## src/verilog/psw_consts.vh

```
// Purpose: constants for the program status word flag register.
// Assumes: one 8-bit special register at a fixed address, bit addressable.
// Notes: arithmetic op codes are issued by the core decoder.
// Overview of operation
// - Add, add-with-carry, subtract-with-borrow set overflow on signed result overflow.
// - Multiply sets overflow when the product exceeds 255.
// - Divide by a zero divisor sets overflow.
// - These five ops clear overflow otherwise; other ops keep it.
// - Bank select is bits 4 and 3, bit 4 the upper bit.
// - Bank n maps Rn to base 8 times bank plus register number.
`ifndef PSW_CONSTS_VH
`define PSW_CONSTS_VH
`define PSW_ADDR 8'hD0
`define PSW_RESET 8'h00
`define PSW_BIT_CARRY 7
`define PSW_BIT_NIBBLE 6
`define PSW_BIT_USER0 5
`define PSW_BIT_BANKHI 4
`define PSW_BIT_BANKLO 3
`define PSW_BIT_OVER 2
`define PSW_BIT_USER1 1
`define PSW_BIT_PARITY 0
`define PSW_OP_NONE 3'h0
`define PSW_OP_ADD 3'h1
`define PSW_OP_ADDC 3'h2
`define PSW_OP_SUBB 3'h3
`define PSW_OP_MUL 3'h4
`define PSW_OP_DIV 3'h5
`define PSW_OP_OTHER 3'h6
`define PSW_MUL_LIMIT 16'h00FF
`endif

```

## src/verilog/psw_flags.v

```verilog
// Purpose: program status word flags, register bank select and parity.
// Assumes: operands presented with a one-cycle op strobe; software writes by byte or bit.
// Notes: hardware flag update wins over a software write in the same cycle.
`timescale 1ns/1ps
`include "psw_consts.vh"
module psw_flags
(
    // Clock and reset
    input wire mclk,
    input wire srst,
    // Arithmetic unit
    input wire [2:0] aluOp,
    input wire [7:0] opA,
    input wire [7:0] opB,
    input wire [7:0] accValue,
    // Special register access
    input wire [7:0] sfrAddr,
    input wire sfrWrite,
    input wire [7:0] sfrWdata,
    input wire bitWrite,
    input wire [2:0] bitSel,
    input wire bitValue,
    // Register operand resolution
    input wire [2:0] regNum,
    // Outputs
    output reg [7:0] pswValue_ff,
    output reg [7:0] regAddr_ff
);
    // Value as software leaves it this cycle
    reg [7:0] swValue;

    // Add and subtract results
    reg [8:0] sum;
    reg [4:0] nib;
    reg cin;
    reg asCarry;
    reg asNibble;
    reg asOver;

    // Multiply and divide results
    reg [15:0] prod;
    reg mdOver;

    // Merged next value of the register
    reg [7:0] nxt_pswValue;

    // Running parity over the accumulator bits
    wire [7:0] parityChain;

    // Decoded requests
    wire sfrHit;
    wire isAddSub;
    wire isMulDiv;
    wire [1:0] bankSel;

    // Address decode: only the flag register address is answered
    assign sfrHit = (sfrAddr == `PSW_ADDR);

    // Op classes that own the arithmetic flags
    assign isAddSub = (aluOp == `PSW_OP_ADD)
        || (aluOp == `PSW_OP_ADDC)
        || (aluOp == `PSW_OP_SUBB);
    assign isMulDiv = (aluOp == `PSW_OP_MUL)
        || (aluOp == `PSW_OP_DIV);

    // Software write path: a byte write beats a bit write
    always @*
    begin
        swValue = pswValue_ff;
        if (sfrHit && sfrWrite)
        begin
            swValue = sfrWdata;
        end
        else if (sfrHit && bitWrite)
        begin
            swValue[bitSel] = bitValue;
        end
    end

    // Carry in: plain add starts from zero, the others chain the carry
    always @*
    begin
        if (aluOp == `PSW_OP_ADD)
        begin
            cin = 1'b0;
        end
        else
        begin
            cin = pswValue_ff[`PSW_BIT_CARRY];
        end
    end

    // Add and subtract flag results
    always @*
    begin
        sum = 9'h000;
        nib = 5'h00;
        asCarry = 1'b0;
        asNibble = 1'b0;
        asOver = 1'b0;
        case (aluOp)
            `PSW_OP_ADD, `PSW_OP_ADDC:
            begin
                sum = {1'b0, opA} + {1'b0, opB} + {8'h00, cin};
                nib = {1'b0, opA[3:0]} + {1'b0, opB[3:0]} + {4'h0, cin};
                asCarry = sum[8];
                asNibble = nib[4];
                // Same operand signs but a different result sign
                asOver = (opA[7] == opB[7]) && (sum[7] != opA[7]);
            end
            `PSW_OP_SUBB:
            begin
                sum = {1'b0, opA} - {1'b0, opB} - {8'h00, cin};
                nib = {1'b0, opA[3:0]} - {1'b0, opB[3:0]} - {4'h0, cin};
                asCarry = sum[8];
                asNibble = nib[4];
                // Operand signs differ and the result took the subtrahend sign
                asOver = (opA[7] != opB[7]) && (sum[7] != opA[7]);
            end
            default:
            begin
                asCarry = 1'b0;
                asNibble = 1'b0;
                asOver = 1'b0;
            end
        endcase
    end

    // Multiply and divide overflow
    always @*
    begin
        prod = {8'h00, opA} * {8'h00, opB};
        case (aluOp)
            `PSW_OP_MUL:
            begin
                // Any bit in the upper product byte
                mdOver = (prod > `PSW_MUL_LIMIT);
            end
            `PSW_OP_DIV:
            begin
                // A zero divisor leaves no defined quotient
                mdOver = (opB == 8'h00);
            end
            default:
            begin
                mdOver = 1'b0;
            end
        endcase
    end

    // Parity chain, one stage per accumulator bit
    assign parityChain[0] = accValue[0];
    genvar gi;
    generate
        for (gi = 1; gi < 8; gi = gi + 1)
        begin : g_parity
            assign parityChain[gi] = parityChain[gi - 1] ^ accValue[gi];
        end
    endgenerate

    // Merge: hardware flags win over software in the same cycle
    always @*
    begin
        nxt_pswValue = swValue;
        if (isAddSub)
        begin
            nxt_pswValue[`PSW_BIT_CARRY] = asCarry;
            nxt_pswValue[`PSW_BIT_NIBBLE] = asNibble;
            nxt_pswValue[`PSW_BIT_OVER] = asOver;
        end
        else if (isMulDiv)
        begin
            nxt_pswValue[`PSW_BIT_CARRY] = 1'b0;
            nxt_pswValue[`PSW_BIT_NIBBLE] = 1'b0;
            nxt_pswValue[`PSW_BIT_OVER] = mdOver;
        end
        else
        begin
            // No op or any other op: overflow keeps the software value
            nxt_pswValue[`PSW_BIT_OVER] = swValue[`PSW_BIT_OVER];
        end
        // Parity is read only, so a write to it never sticks
        nxt_pswValue[`PSW_BIT_PARITY] = parityChain[7];
    end

    // Bank select taken from the value being loaded, so a write acts at once
    assign bankSel = nxt_pswValue[`PSW_BIT_BANKHI:`PSW_BIT_BANKLO];

    // Flag register and resolved register address
    always @(posedge mclk)
    begin
        if (srst)
        begin
            pswValue_ff <= `PSW_RESET;
            regAddr_ff <= 8'h00;
        end
        else
        begin
            pswValue_ff <= nxt_pswValue;
            // Bank base is eight times the bank, plus the register number
            regAddr_ff <= {3'h0, bankSel, regNum};
        end
    end

    // Limitations for users of this block:
    // the op strobe is a level, so holding aluOp repeats the flag update,
    // and a multi-cycle instruction must present its op for one cycle only.
    // Software sees its own write of the arithmetic bits lost whenever an
    // arithmetic op lands in the same cycle; this keeps the core's view
    // of the flags consistent with the result it has just produced.
    // Bit 0 can be written but always reloads from the accumulator parity.
endmodule

```

## config.mk

```make
export PLATFORM = sky130hd
export DESIGN_NAME = psw_flags
export DESIGN_NICKNAME = d
export VERILOG_FILES = /design/src/verilog/psw_flags.v
export VERILOG_INCLUDE_DIRS = /design/src /design/src/verilog
export SDC_FILE = /design/constraint.sdc
export NUM_CORES = 1
export LEC_CHECK = 0
export ABC_AREA = 1
export BUFFER_PORTS_ARGS = -buffer_cell sky130_fd_sc_hd__buf_4
export CELL_PAD_IN_SITES_DETAIL_PLACEMENT = 1
export CELL_PAD_IN_SITES_GLOBAL_PLACEMENT = 1
export CORE_UTILIZATION = 44
export DETAILED_ROUTE_END_ITERATION = 10
export PLACE_DENSITY = 0.95
export SETUP_SLACK_MARGIN = 0.3
export SYNTH_ARGS = -nofsm -noshare
export SYNTH_HDL_FRONTEND = slang
export SYNTH_SLANG_ARGS = --single-unit
```

## constraint.sdc

```tcl
create_clock -name mclk -period 10.4 [get_ports mclk]
set_input_delay 2.08 -clock mclk [delete_from_list [all_inputs] [get_ports mclk]]
set_output_delay 2.08 -clock mclk [all_outputs]
set_load 0.01 [all_outputs]
```

After elaboration in Yosys (flattened, before gate mapping) --
Index checks and enable logic that the tools add are counted.
Word-level totals: register bits 16, bits in latches 0, RAM bits 0, memory bits (read-only) 0, input bits 54, output and inout bits 16, word-level logic and storage cells 60, memories kept 0
Cells by class: add/subtract/negate cells 8, $mul 1, div/mod/pow operators 0, $lt $le $gt $ge 3, equality and inequality tests 10, shift operators 0, mux-type cells 14, bitwise gates (word level) 7, reduce and logical (&&, ||, !) cells 12
Operator list (count):
- 16-bit by 8-bit greater-than comparator with 1-bit output, second input constant | 1
- 8-bit by 8-bit multiplier with 16-bit output | 1
- 8-bit two-way mux | 2
- 8-bit by 8-bit adder with 9-bit output | 1
- 9-bit by 1-bit adder with 9-bit output | 1
- 8-bit by 8-bit subtractor with 9-bit output | 1
- 9-bit by 1-bit subtractor with 9-bit output | 1
- 8-bit bitwise mux | 1
- 8-bit == test, second input constant | 1
- 8-bit logical NOT | 1
- 1-bit one-hot mux with 2 select lines | 4
- 1-bit XOR | 7
- 3-bit by 2-bit == test with 1-bit output, second input constant | 2
- 3-bit == test, second input constant | 2
- 4-bit by 4-bit adder with 5-bit output | 1
- 5-bit by 1-bit adder with 5-bit output | 1
- 1-bit logical AND | 5
- 4-bit by 4-bit subtractor with 5-bit output | 1
- 5-bit by 1-bit subtractor with 5-bit output | 1
- 3-bit by 4-bit less-than comparator with 1-bit output, second input constant | 1
- 1-bit two-way mux | 4
- 2-bit two-way mux | 2
- 4-bit nonzero test | 1
- 1-bit demux with 3-bit select | 1
- 7 further kinds | 11

Longest topological paths before layout --
Gate-level depths: netlist (run 1).
depth after elaboration 9, gate-level depth with buffers 27, mapped depth without buffers 26

Worst setup path before layout (run 1) --
OpenSTA, ideal clock, no wires.
path kind input to register, from input port opB[7], to register pswValue_ff[2], setup time 0.129 ns, arrival 5.741 ns, data required time 10.271 ns, path slack 4.530 ns, stages on the path 24, path buffers 1, cell sequence clkbuf_1 nand2_1 fa_1 fa_1 inv_1 fa_1 inv_1 fa_1 inv_1 ha_1 nand2_1 inv_1 nand2_1 nand2_1 inv_1 nand3b_1 nand2_1 nand2_1 nor2_1 nand3_1 nand2_1 nand2_1 nand2_1 a21oi_2
Between the ends: cells in the longest elaborated chain, start to end 6, elaborated cells between the ends (all ways) 17, those cells by class add/sub (4); mul (1); order compare (1); eq/ne (4); mux (4); reduce/logical (3)
Ends and longest elaborated chain:
- from (decl) | RTL line psw_flags.v:14 | input wire [7:0] opB,
- branches (longest 5 deep; another with 8-bit by 8-bit multiplier with 16-bit output)
- 1-bit two-way mux (*) | RTL line psw_flags.v:165 | if (isAddSub)
- to (signal assigned) | RTL line psw_flags.v:194 | pswValue_ff <= `PSW_RESET;
- to (signal assigned) | RTL line psw_flags.v:199 | pswValue_ff <= nxt_pswValue;
- to (decl) | RTL line psw_flags.v:26 | output reg [7:0] pswValue_ff,
Every way passes the cells marked *. A chain may end at the register's enable or synchronous reset.

Final worst setup path (run 1) --
from input port opA[4], to register pswValue_ff[2]
Between the ends: cells in the longest elaborated chain, start to end 6, elaborated cells between the ends (all ways) 14, those cells by class add/sub (4); mul (1); order compare (1); eq/ne (2); mux (4); reduce/logical (2)
Ends and longest elaborated chain:
- from (decl) | RTL line psw_flags.v:13 | input wire [7:0] opA,
- branches (longest 5 deep; another with 8-bit by 8-bit multiplier with 16-bit output)
- 1-bit two-way mux (*) | RTL line psw_flags.v:165
Marked as above.

==> results of run 1 <==
[final timing paths]
check	from	endpoint	slack (ns)	cells after the start
worst min-delay path	pswValue_ff[5]	pswValue_ff[5]	0.51	2
worst max-delay path	opA[4]	pswValue_ff[2]	4.35	22
worst min register to register	pswValue_ff[5]	pswValue_ff[5]	0.51	2
worst max register to register	pswValue_ff[7]	pswValue_ff[6]	8.18	11
[cells in the final DEF, fill, tap and decap left out, drive strengths merged]
cell	count
ha	55
fa	38
nor4	3
a21o	1
o211ai	1
nand2	160
nand3b	4
o21a	1
nor3	4
clkbuf	4
o21ai	8
a31oi	4
nand4	11
or2	2
nor3b	1
inv	165
dfxtp	11
conb	3
xnor2	5
xor2	3
nor2	28
nand3	33
buf	65
a21oi	16
o31ai	1
[worst reg2reg max path, delay by kind of cell (launching register included)]
kind	cells	cell delay, ns
AOI/OAI and AO/OA	1	0.09
adders and majority gates	2	0.68
and+or+nand+nor	8	0.95
DFF	1	0.36
[power breakdown]
group          switching, mW  leakage [nW]  total [mW]  internal [mW]
sequential           0.00129        0.0904      0.0459         0.0446
clock                 0.0172        0.0228      0.0442         0.0270
combinational          0.264          2.65       0.426          0.162
[metrics by stage]
| stage | instance area [um^2] | hold WS (ns) | util |
|---|---|---|---|
| 2_1_floorplan | 3772 | 0.4994 | - |
| 3_3_place_gp | 4288 | 0.4736 | 0.5192 |
| 3_5_place_dp | 4288 | 0.4965 | 0.5192 |
| 4_1_cts | 4333 | 0.5090 | 0.5247 |
| 5_1_grt | 4333 | 0.5342 | 0.5247 |
| 6_report | 4333 | 0.5055 | 0.5247 |
[state kept, by name, indices dropped and copies added, names as in the netlist]
name / count
pswValue_ff: 8
regAddr_ff: 3
[kinds of logic after synthesis]
group	count (synthesis)	share of synthesized area
DFF	11	0.05849
other	1	0.0009961
buffers and inverters	187	0.1928
adders and majority gates	93	0.3848
xor gates and xnor gates	8	0.01861
AOI/OAI and AO/OA	32	0.04753
and+or+nand+nor	246	0.2968
[cell type report]
type | instances | share of cell area
Multi-Input combinational cell | 382 | 0.6523
Inverter | 165 | 0.1435
Timing Repair Buffer | 65 | 0.1126
Sequential cell | 11 | 0.05082
Tap cell | 105 | 0.03032
Clock buffer | 4 | 0.01040
[routing by layer]
| layer | share of wire | track usage | up-vias | routed length, um |
|---|---|---|---|---|
| met3 | 0.035 | 0.03382 | 30 | 397 |
| met4 | 0.026 | 0.09596 | 0 | 297 |
| li1 | - | - | 1799 | - |
| met5 | 0 | 0 | - | 0 |
| met1 | 0.41 | 0.2951 | 1793 | 4589 |
| met2 | 0.53 | 0.5030 | 97 | 5993 |
==> results.toml, run 1 <==
[status]
outcome = "finished clean"

[yosys]
synthTopCellsByArea = "fa_1 20%, ha_1 18%, inv_1 16%"
synth_commonest_cells = "159 x inv_1, 159 x nand2_1, 55 x ha_1"
async_flop_share = 0
synthCells = 578
netlist.area_leader.share = 0.2021
syn_avg_cell_area_um2 = 6.514
syn_area_mm2 = 0.003765
ys_seq_area_frac = 0.05849
ys_ff_latch = 11
synth-edff-count = 0
yosysTopAreaCell = "fa_1"
yosysUniqueCellTypes = 37
synth_flop_cell = "dfxtp_1"
synth_warnings = 0

[place]
dpl.hpwl_mm = 9.599
gp_congestion = 0.8333
post-place-cells = 728
dp_slack_ns = 4.093
portBuffers = 65

[floorplanning]
fp.dieW_um = 94.50
die_h_um = 94.50
row_count = 33
ios = 70
core_area_mm2 = 0.008258
dieArea_mm2 = 0.008930
initial_core_util = 0.4559

[clocking]
post_cts_buffers = 0
holdBufCountCts = 0
cts_max_level = 1
cts-resized-gates = 0
cts_root_buf = "clkbuf_8"
cts_buffer_depth = 2
cts_tree = "yes"
cts_made_buffers = 3
clkSlewWorstSetupHoldPaths_ns = 0.05
clock-sinks = 11
insertion_delay_ns = 0.24

[routing]
dr_total_vias = 3719
drt-initial-drc-count = 158
viasPerCell = 5.081
ant_nets = 0
routedWlPerCell_um = 15.41
routed_wirelength_mm = 11.28
drt_first_pass_iters = 4
drc_errors = 0

[timing]
setup_slack_ns = 4.353
fmax_mhz = 165.4
min_period_ns = 6.047
maxSlewViolCount = 0
finalSetupTns_ns = 0
rsz0062_at_grt = "no"
period_share = 0.5815
hold_violations = 0
setup_viol = 0
skew_ns = 0.0003091

[setup_path]
max_stage_delay_ns = 0.57
arrival_ns = 6.18
crit_path_max_fanout = 9
crit_family = "adder cells"
cp_cell_sequence = "buf_4 -> ha_1 -> fa_1 -> fa_1 -> fa_1 -> inv_1 -> fa_1 -> inv_1 -> ha_1 -> nand2_1 -> nor2_1 -> nand3_1 -> nand3_1 -> nand2_1 -> nand2_1 -> nand2_1 -> inv_1 -> nand3_1 -> nand2_1 -> nand2_1 -> nand2_1 -> a21oi_2"
cp-end-kind = "flip-flop"
path_class = "in2reg"
crit_path_top_delay_cell = "fa_1"
cpMostUsedCell = "nand2_1"
cp_data_required_time_ns = 10.53
start_kind = "primary input"
path_buf_inv = 4

[layout]
fin_cells = 732
diodes = 0
area_growth_pct = 15.09
fillCellCount = 1158
multi_input_area_mm2 = 0.002826
nNetsFinal = 775
drive_above_1_share = 0.1356
final-seq-area_um2 = 220.2

[pwr]
leakage_nw = 2.763
p_per_area_mw_per_mm2 = 119.2
total_power_uw = 516.3
vdd_ir_drop_max_v = 0.00008060

[global_route]
antenna_found_initial = 0
first_global_vias = 4191
grt_pass1_wl_mm = 18.49
grt_max_degree = 12
grt_usage = 0.2632
gr-total-overflow = 0

[run]
max_cap_viol_count = 0

[min_path]
min_path_type = "reg2reg"
No activity file was read; power rests on OpenSTA's default activity.
==> inputs of run 2 (changes only) <==
--- a/config.mk
+++ b/config.mk
@@ -6,13 +6,13 @@
 export SDC_FILE = /design/constraint.sdc
 export NUM_CORES = 1
 export LEC_CHECK = 0
-export ABC_AREA = 1
+export ABC_AREA = 0
 export BUFFER_PORTS_ARGS = -buffer_cell sky130_fd_sc_hd__buf_4
 export CELL_PAD_IN_SITES_DETAIL_PLACEMENT = 1
 export CELL_PAD_IN_SITES_GLOBAL_PLACEMENT = 1
-export CORE_UTILIZATION = 44
+export CORE_UTILIZATION = 38
 export DETAILED_ROUTE_END_ITERATION = 10
-export PLACE_DENSITY = 0.95
+export PLACE_DENSITY = 0.88
 export SETUP_SLACK_MARGIN = 0.3
 export SYNTH_ARGS = -nofsm -noshare
 export SYNTH_HDL_FRONTEND = slang
==> constraint.sdc (replaced) <==
create_clock -name mclk -period 4.9 [get_ports mclk]
set_input_delay 0.98 -clock mclk [delete_from_list [all_inputs] [get_ports mclk]]
set_output_delay 0.98 -clock mclk [all_outputs]
set_load 0.01 [all_outputs]
==> run 2 against run 1 <==
  * The run now ends with design-rule violations left
  * Sequential power up 110%
  * Non-clock buffer count up 44
  * Die area up 7.0%
  * Power rose to 2.8 times the previous value
  * Worst setup slack worse by 4.3 ns
  * Clock skew up 0.00092 ns
  * Critical path type unchanged
  * Critical endpoint unchanged
  * Largest power group unchanged
  * Highest routed layer unchanged
==> results.toml, run 2 <==
[yosys]
yosysUniqueCellTypes = 58
netlist.area_leader.share = 0.2183
ys_ff_latch = 11
synth_commonest_cells = "78 x inv_1, 55 x ha_1, 38 x fa_1"
yosysTopAreaCell = "fa_1"
syn_area_mm2 = 0.003485
synthCells = 435
syn_avg_cell_area_um2 = 8.011
synth_flop_cell = "dfxtp_1"
synth-edff-count = 0
synth_warnings = 0
yosysMostFrequentCell = "inv_1"
async_flop_share = 0
synthTopCellsByArea = "fa_1 22%, ha_1 20%, inv_1 8.4%"
ys_seq_area_frac = 0.06320

[timing]
fmax_mhz = 205.6
setup_slack_ns = 0.03579
skew_ns = 0.001226
min_period_ns = 4.864
period_share = 0.9927
rsz0062_at_grt = "yes"
maxSlewHeadroom = 0.6393
worstMarginPinSlew_ns = 0.5343
maxSlewViolCount = 0
setup_viol = 0
hold_violations = 0
finalSetupTns_ns = 0

[routing]
drt-initial-drc-count = 132
viasPerCell = 5.563
routed_wirelength_mm = 12.16
drc_errors = 6
routedWlPerCell_um = 18.85
drt_first_pass_iters = 7
dr_total_vias = 3588
ant_nets = 0

[setup_path]
cp_data_required_time_ns = 5.03
r2r-end = "pswValue_ff[2]"
crit_path_max_fanout = 6
start_kind = "primary input"
arrival_ns = 4.99
path_class = "in2reg"
cp-end-kind = "flip-flop"
r2r_setup_slack_ns = 2.34
reg2reg_depth = 10
timing.rr.start = "pswValue_ff[7]"

[place]
dpl.hpwl_mm = 9.877
gp_congestion = 0.9272
dp_slack_ns = -0.3030
post-place-cells = 637
portBuffers = 65

[clocking]
cts_made_buffers = 3
cts_max_level = 1
cts_buffer_depth = 2
cts_root_buf = "clkbuf_8"
insertion_delay_ns = 0.24
clock-sinks = 11
clkSlewWorstSetupHoldPaths_ns = 0.06
cts_tree = "yes"
holdBufCountCts = 0

[global_route]
gr-total-overflow = 0
grt_usage = 0.2477
grt_max_degree = 14
first_global_vias = 3957
antenna_found_initial = 0
grt_pass1_wl_mm = 19.11

[min_path]
min_to = "pswValue_ff[4]"
hold_start = "pswValue_ff[4]"
min_path_type = "reg2reg"
whs_path_depth = 2

[layout]
fin_cells = 645
final-seq-area_um2 = 220.2
multi_input_area_mm2 = 0.003102
drive_above_1_share = 0.2793
final_common_cell = "buf_4"
fillCellCount = 1086
largest-register = "pswValue_ff"
area_growth_pct = 33.29
nNetsFinal = 685
largest_reg_flops = 8
final_cell_mix = "103 x buf_4, 75 x inv_1, 46 x ha_1"
reg_top3 = "pswValue_ff (8), regAddr_ff (3)"
diodes = 0
postLayoutCoreUtil = 0.5274

[floorplanning]
fp.dieW_um = 97.76
ios = 70
initial_core_util = 0.3957
core_area_mm2 = 0.008806
dieArea_mm2 = 0.009557
row_count = 34
die_h_um = 97.76

[status]
violations = "design-rule violations"
outcome = "finished with violations"

[run]
max_cap_viol_count = 0

[pwr]
vdd_ir_drop_max_v = 0.0002128
total_power_mw = 1.441
p_per_area_mw_per_mm2 = 310.3
leakage_nw = 2.274
==> run 2: cell types whose count changed after synthesis, sizes merged, moves of 5 or more <==
cell and change:
nand2 -131, inv -87, and2 +35, nand3 -26
clkbuf -10, nor2b +9, or3 +6, a211oi +5
a21o +5
==> run 2: worst max-delay path: stages <==
cell and delay, ns:
buf_12 0.10, buf_4 0.11, buf_4 0.11, nand2_1 0.06, fa_1 0.49, inv_1 0.06, fa_1 0.50, fa_1 0.49
ha_1 0.35, ha_4 0.31, o21ai_1 0.07, a32oi_1 0.19, o221ai_1 0.16, a2111oi_1 0.41, nand4_1 0.17, nor4_2 0.35
nor2_1 0.09
==> run 2: through the flow <==
step           area [um^2]  hold WS, ns
2_1_floorplan         3576       0.4885
3_3_place_gp          4427       0.4748
3_5_place_dp          4427       0.4843
4_1_cts               4512       0.4918
5_1_grt               4644       0.5212
6_report              4644       0.4895
==> run 2: power breakdown <==
part / switching (mW) / internal [mW] / leakage (nW)
Combinational: 0.651 / 0.596 / 2.16
Sequential: 0.00265 / 0.0951 / 0.0903
Clock: 0.0395 / 0.0575 / 0.0228
Total: 0.693 / 0.748 / 2.27
==> run 2: repair_timing <==
action / CTS / global route
setup endpoints to repair: 1 / 1
gates resized for setup: 6 / 23
pin swaps: 7 / 16
buffers inserted: 0 / 4
gates cloned: 0 / 0
==> run 2: final cells by class <==
type | count | share of cell area
timing repair buffer | 109 | 0.1829
tap | 108 | 0.02909
inverter | 78 | 0.06304
clock buffer | 4 | 0.009698
sequential | 11 | 0.04741
multi-input combinational | 335 | 0.6678
==> run 2: worst max path at each step <==
stage | from | end | slack [ns] | depth (start not counted)
floorplan | opA[2] | pswValue_ff[2] | 0.30 | 16
global placement | opA[5] | pswValue_ff[2] | -0.17 | 14
detailed placement | opB[2] | pswValue_ff[2] | -0.30 | 16
CTS | opA[4] | pswValue_ff[2] | 0.08 | 16
global route | opA[5] | pswValue_ff[2] | -0.26 | 16
finish | opB[5] | pswValue_ff[2] | 0.04 | 17
==> run 2: metal layers <==
layer / wire length [um] / global-route usage / vias to the layer above
li1: - / - / 1651
met1: 4861 / 0.2878 / 1821
met2: 6660 / 0.4845 / 92
met3: 354 / 0.02219 / 24
met4: 280 / 0.06061 / 0
met5: 0 / 0 / -
==> run 2: cell families after synthesis <==
| family | count (synthesis) | synth area share |
|---|---|---|
| buffers and inverters | 91 | 0.1045 |
| adders and majority gates | 93 | 0.4158 |
| AOI/OAI and AO/OA | 71 | 0.1393 |
| and+or+nand+nor | 153 | 0.2373 |
| DFF | 11 | 0.06320 |
| xor gates and xnor gates | 13 | 0.03268 |
| other | 1 | 0.001076 |
| muxes | 2 | 0.006104 |
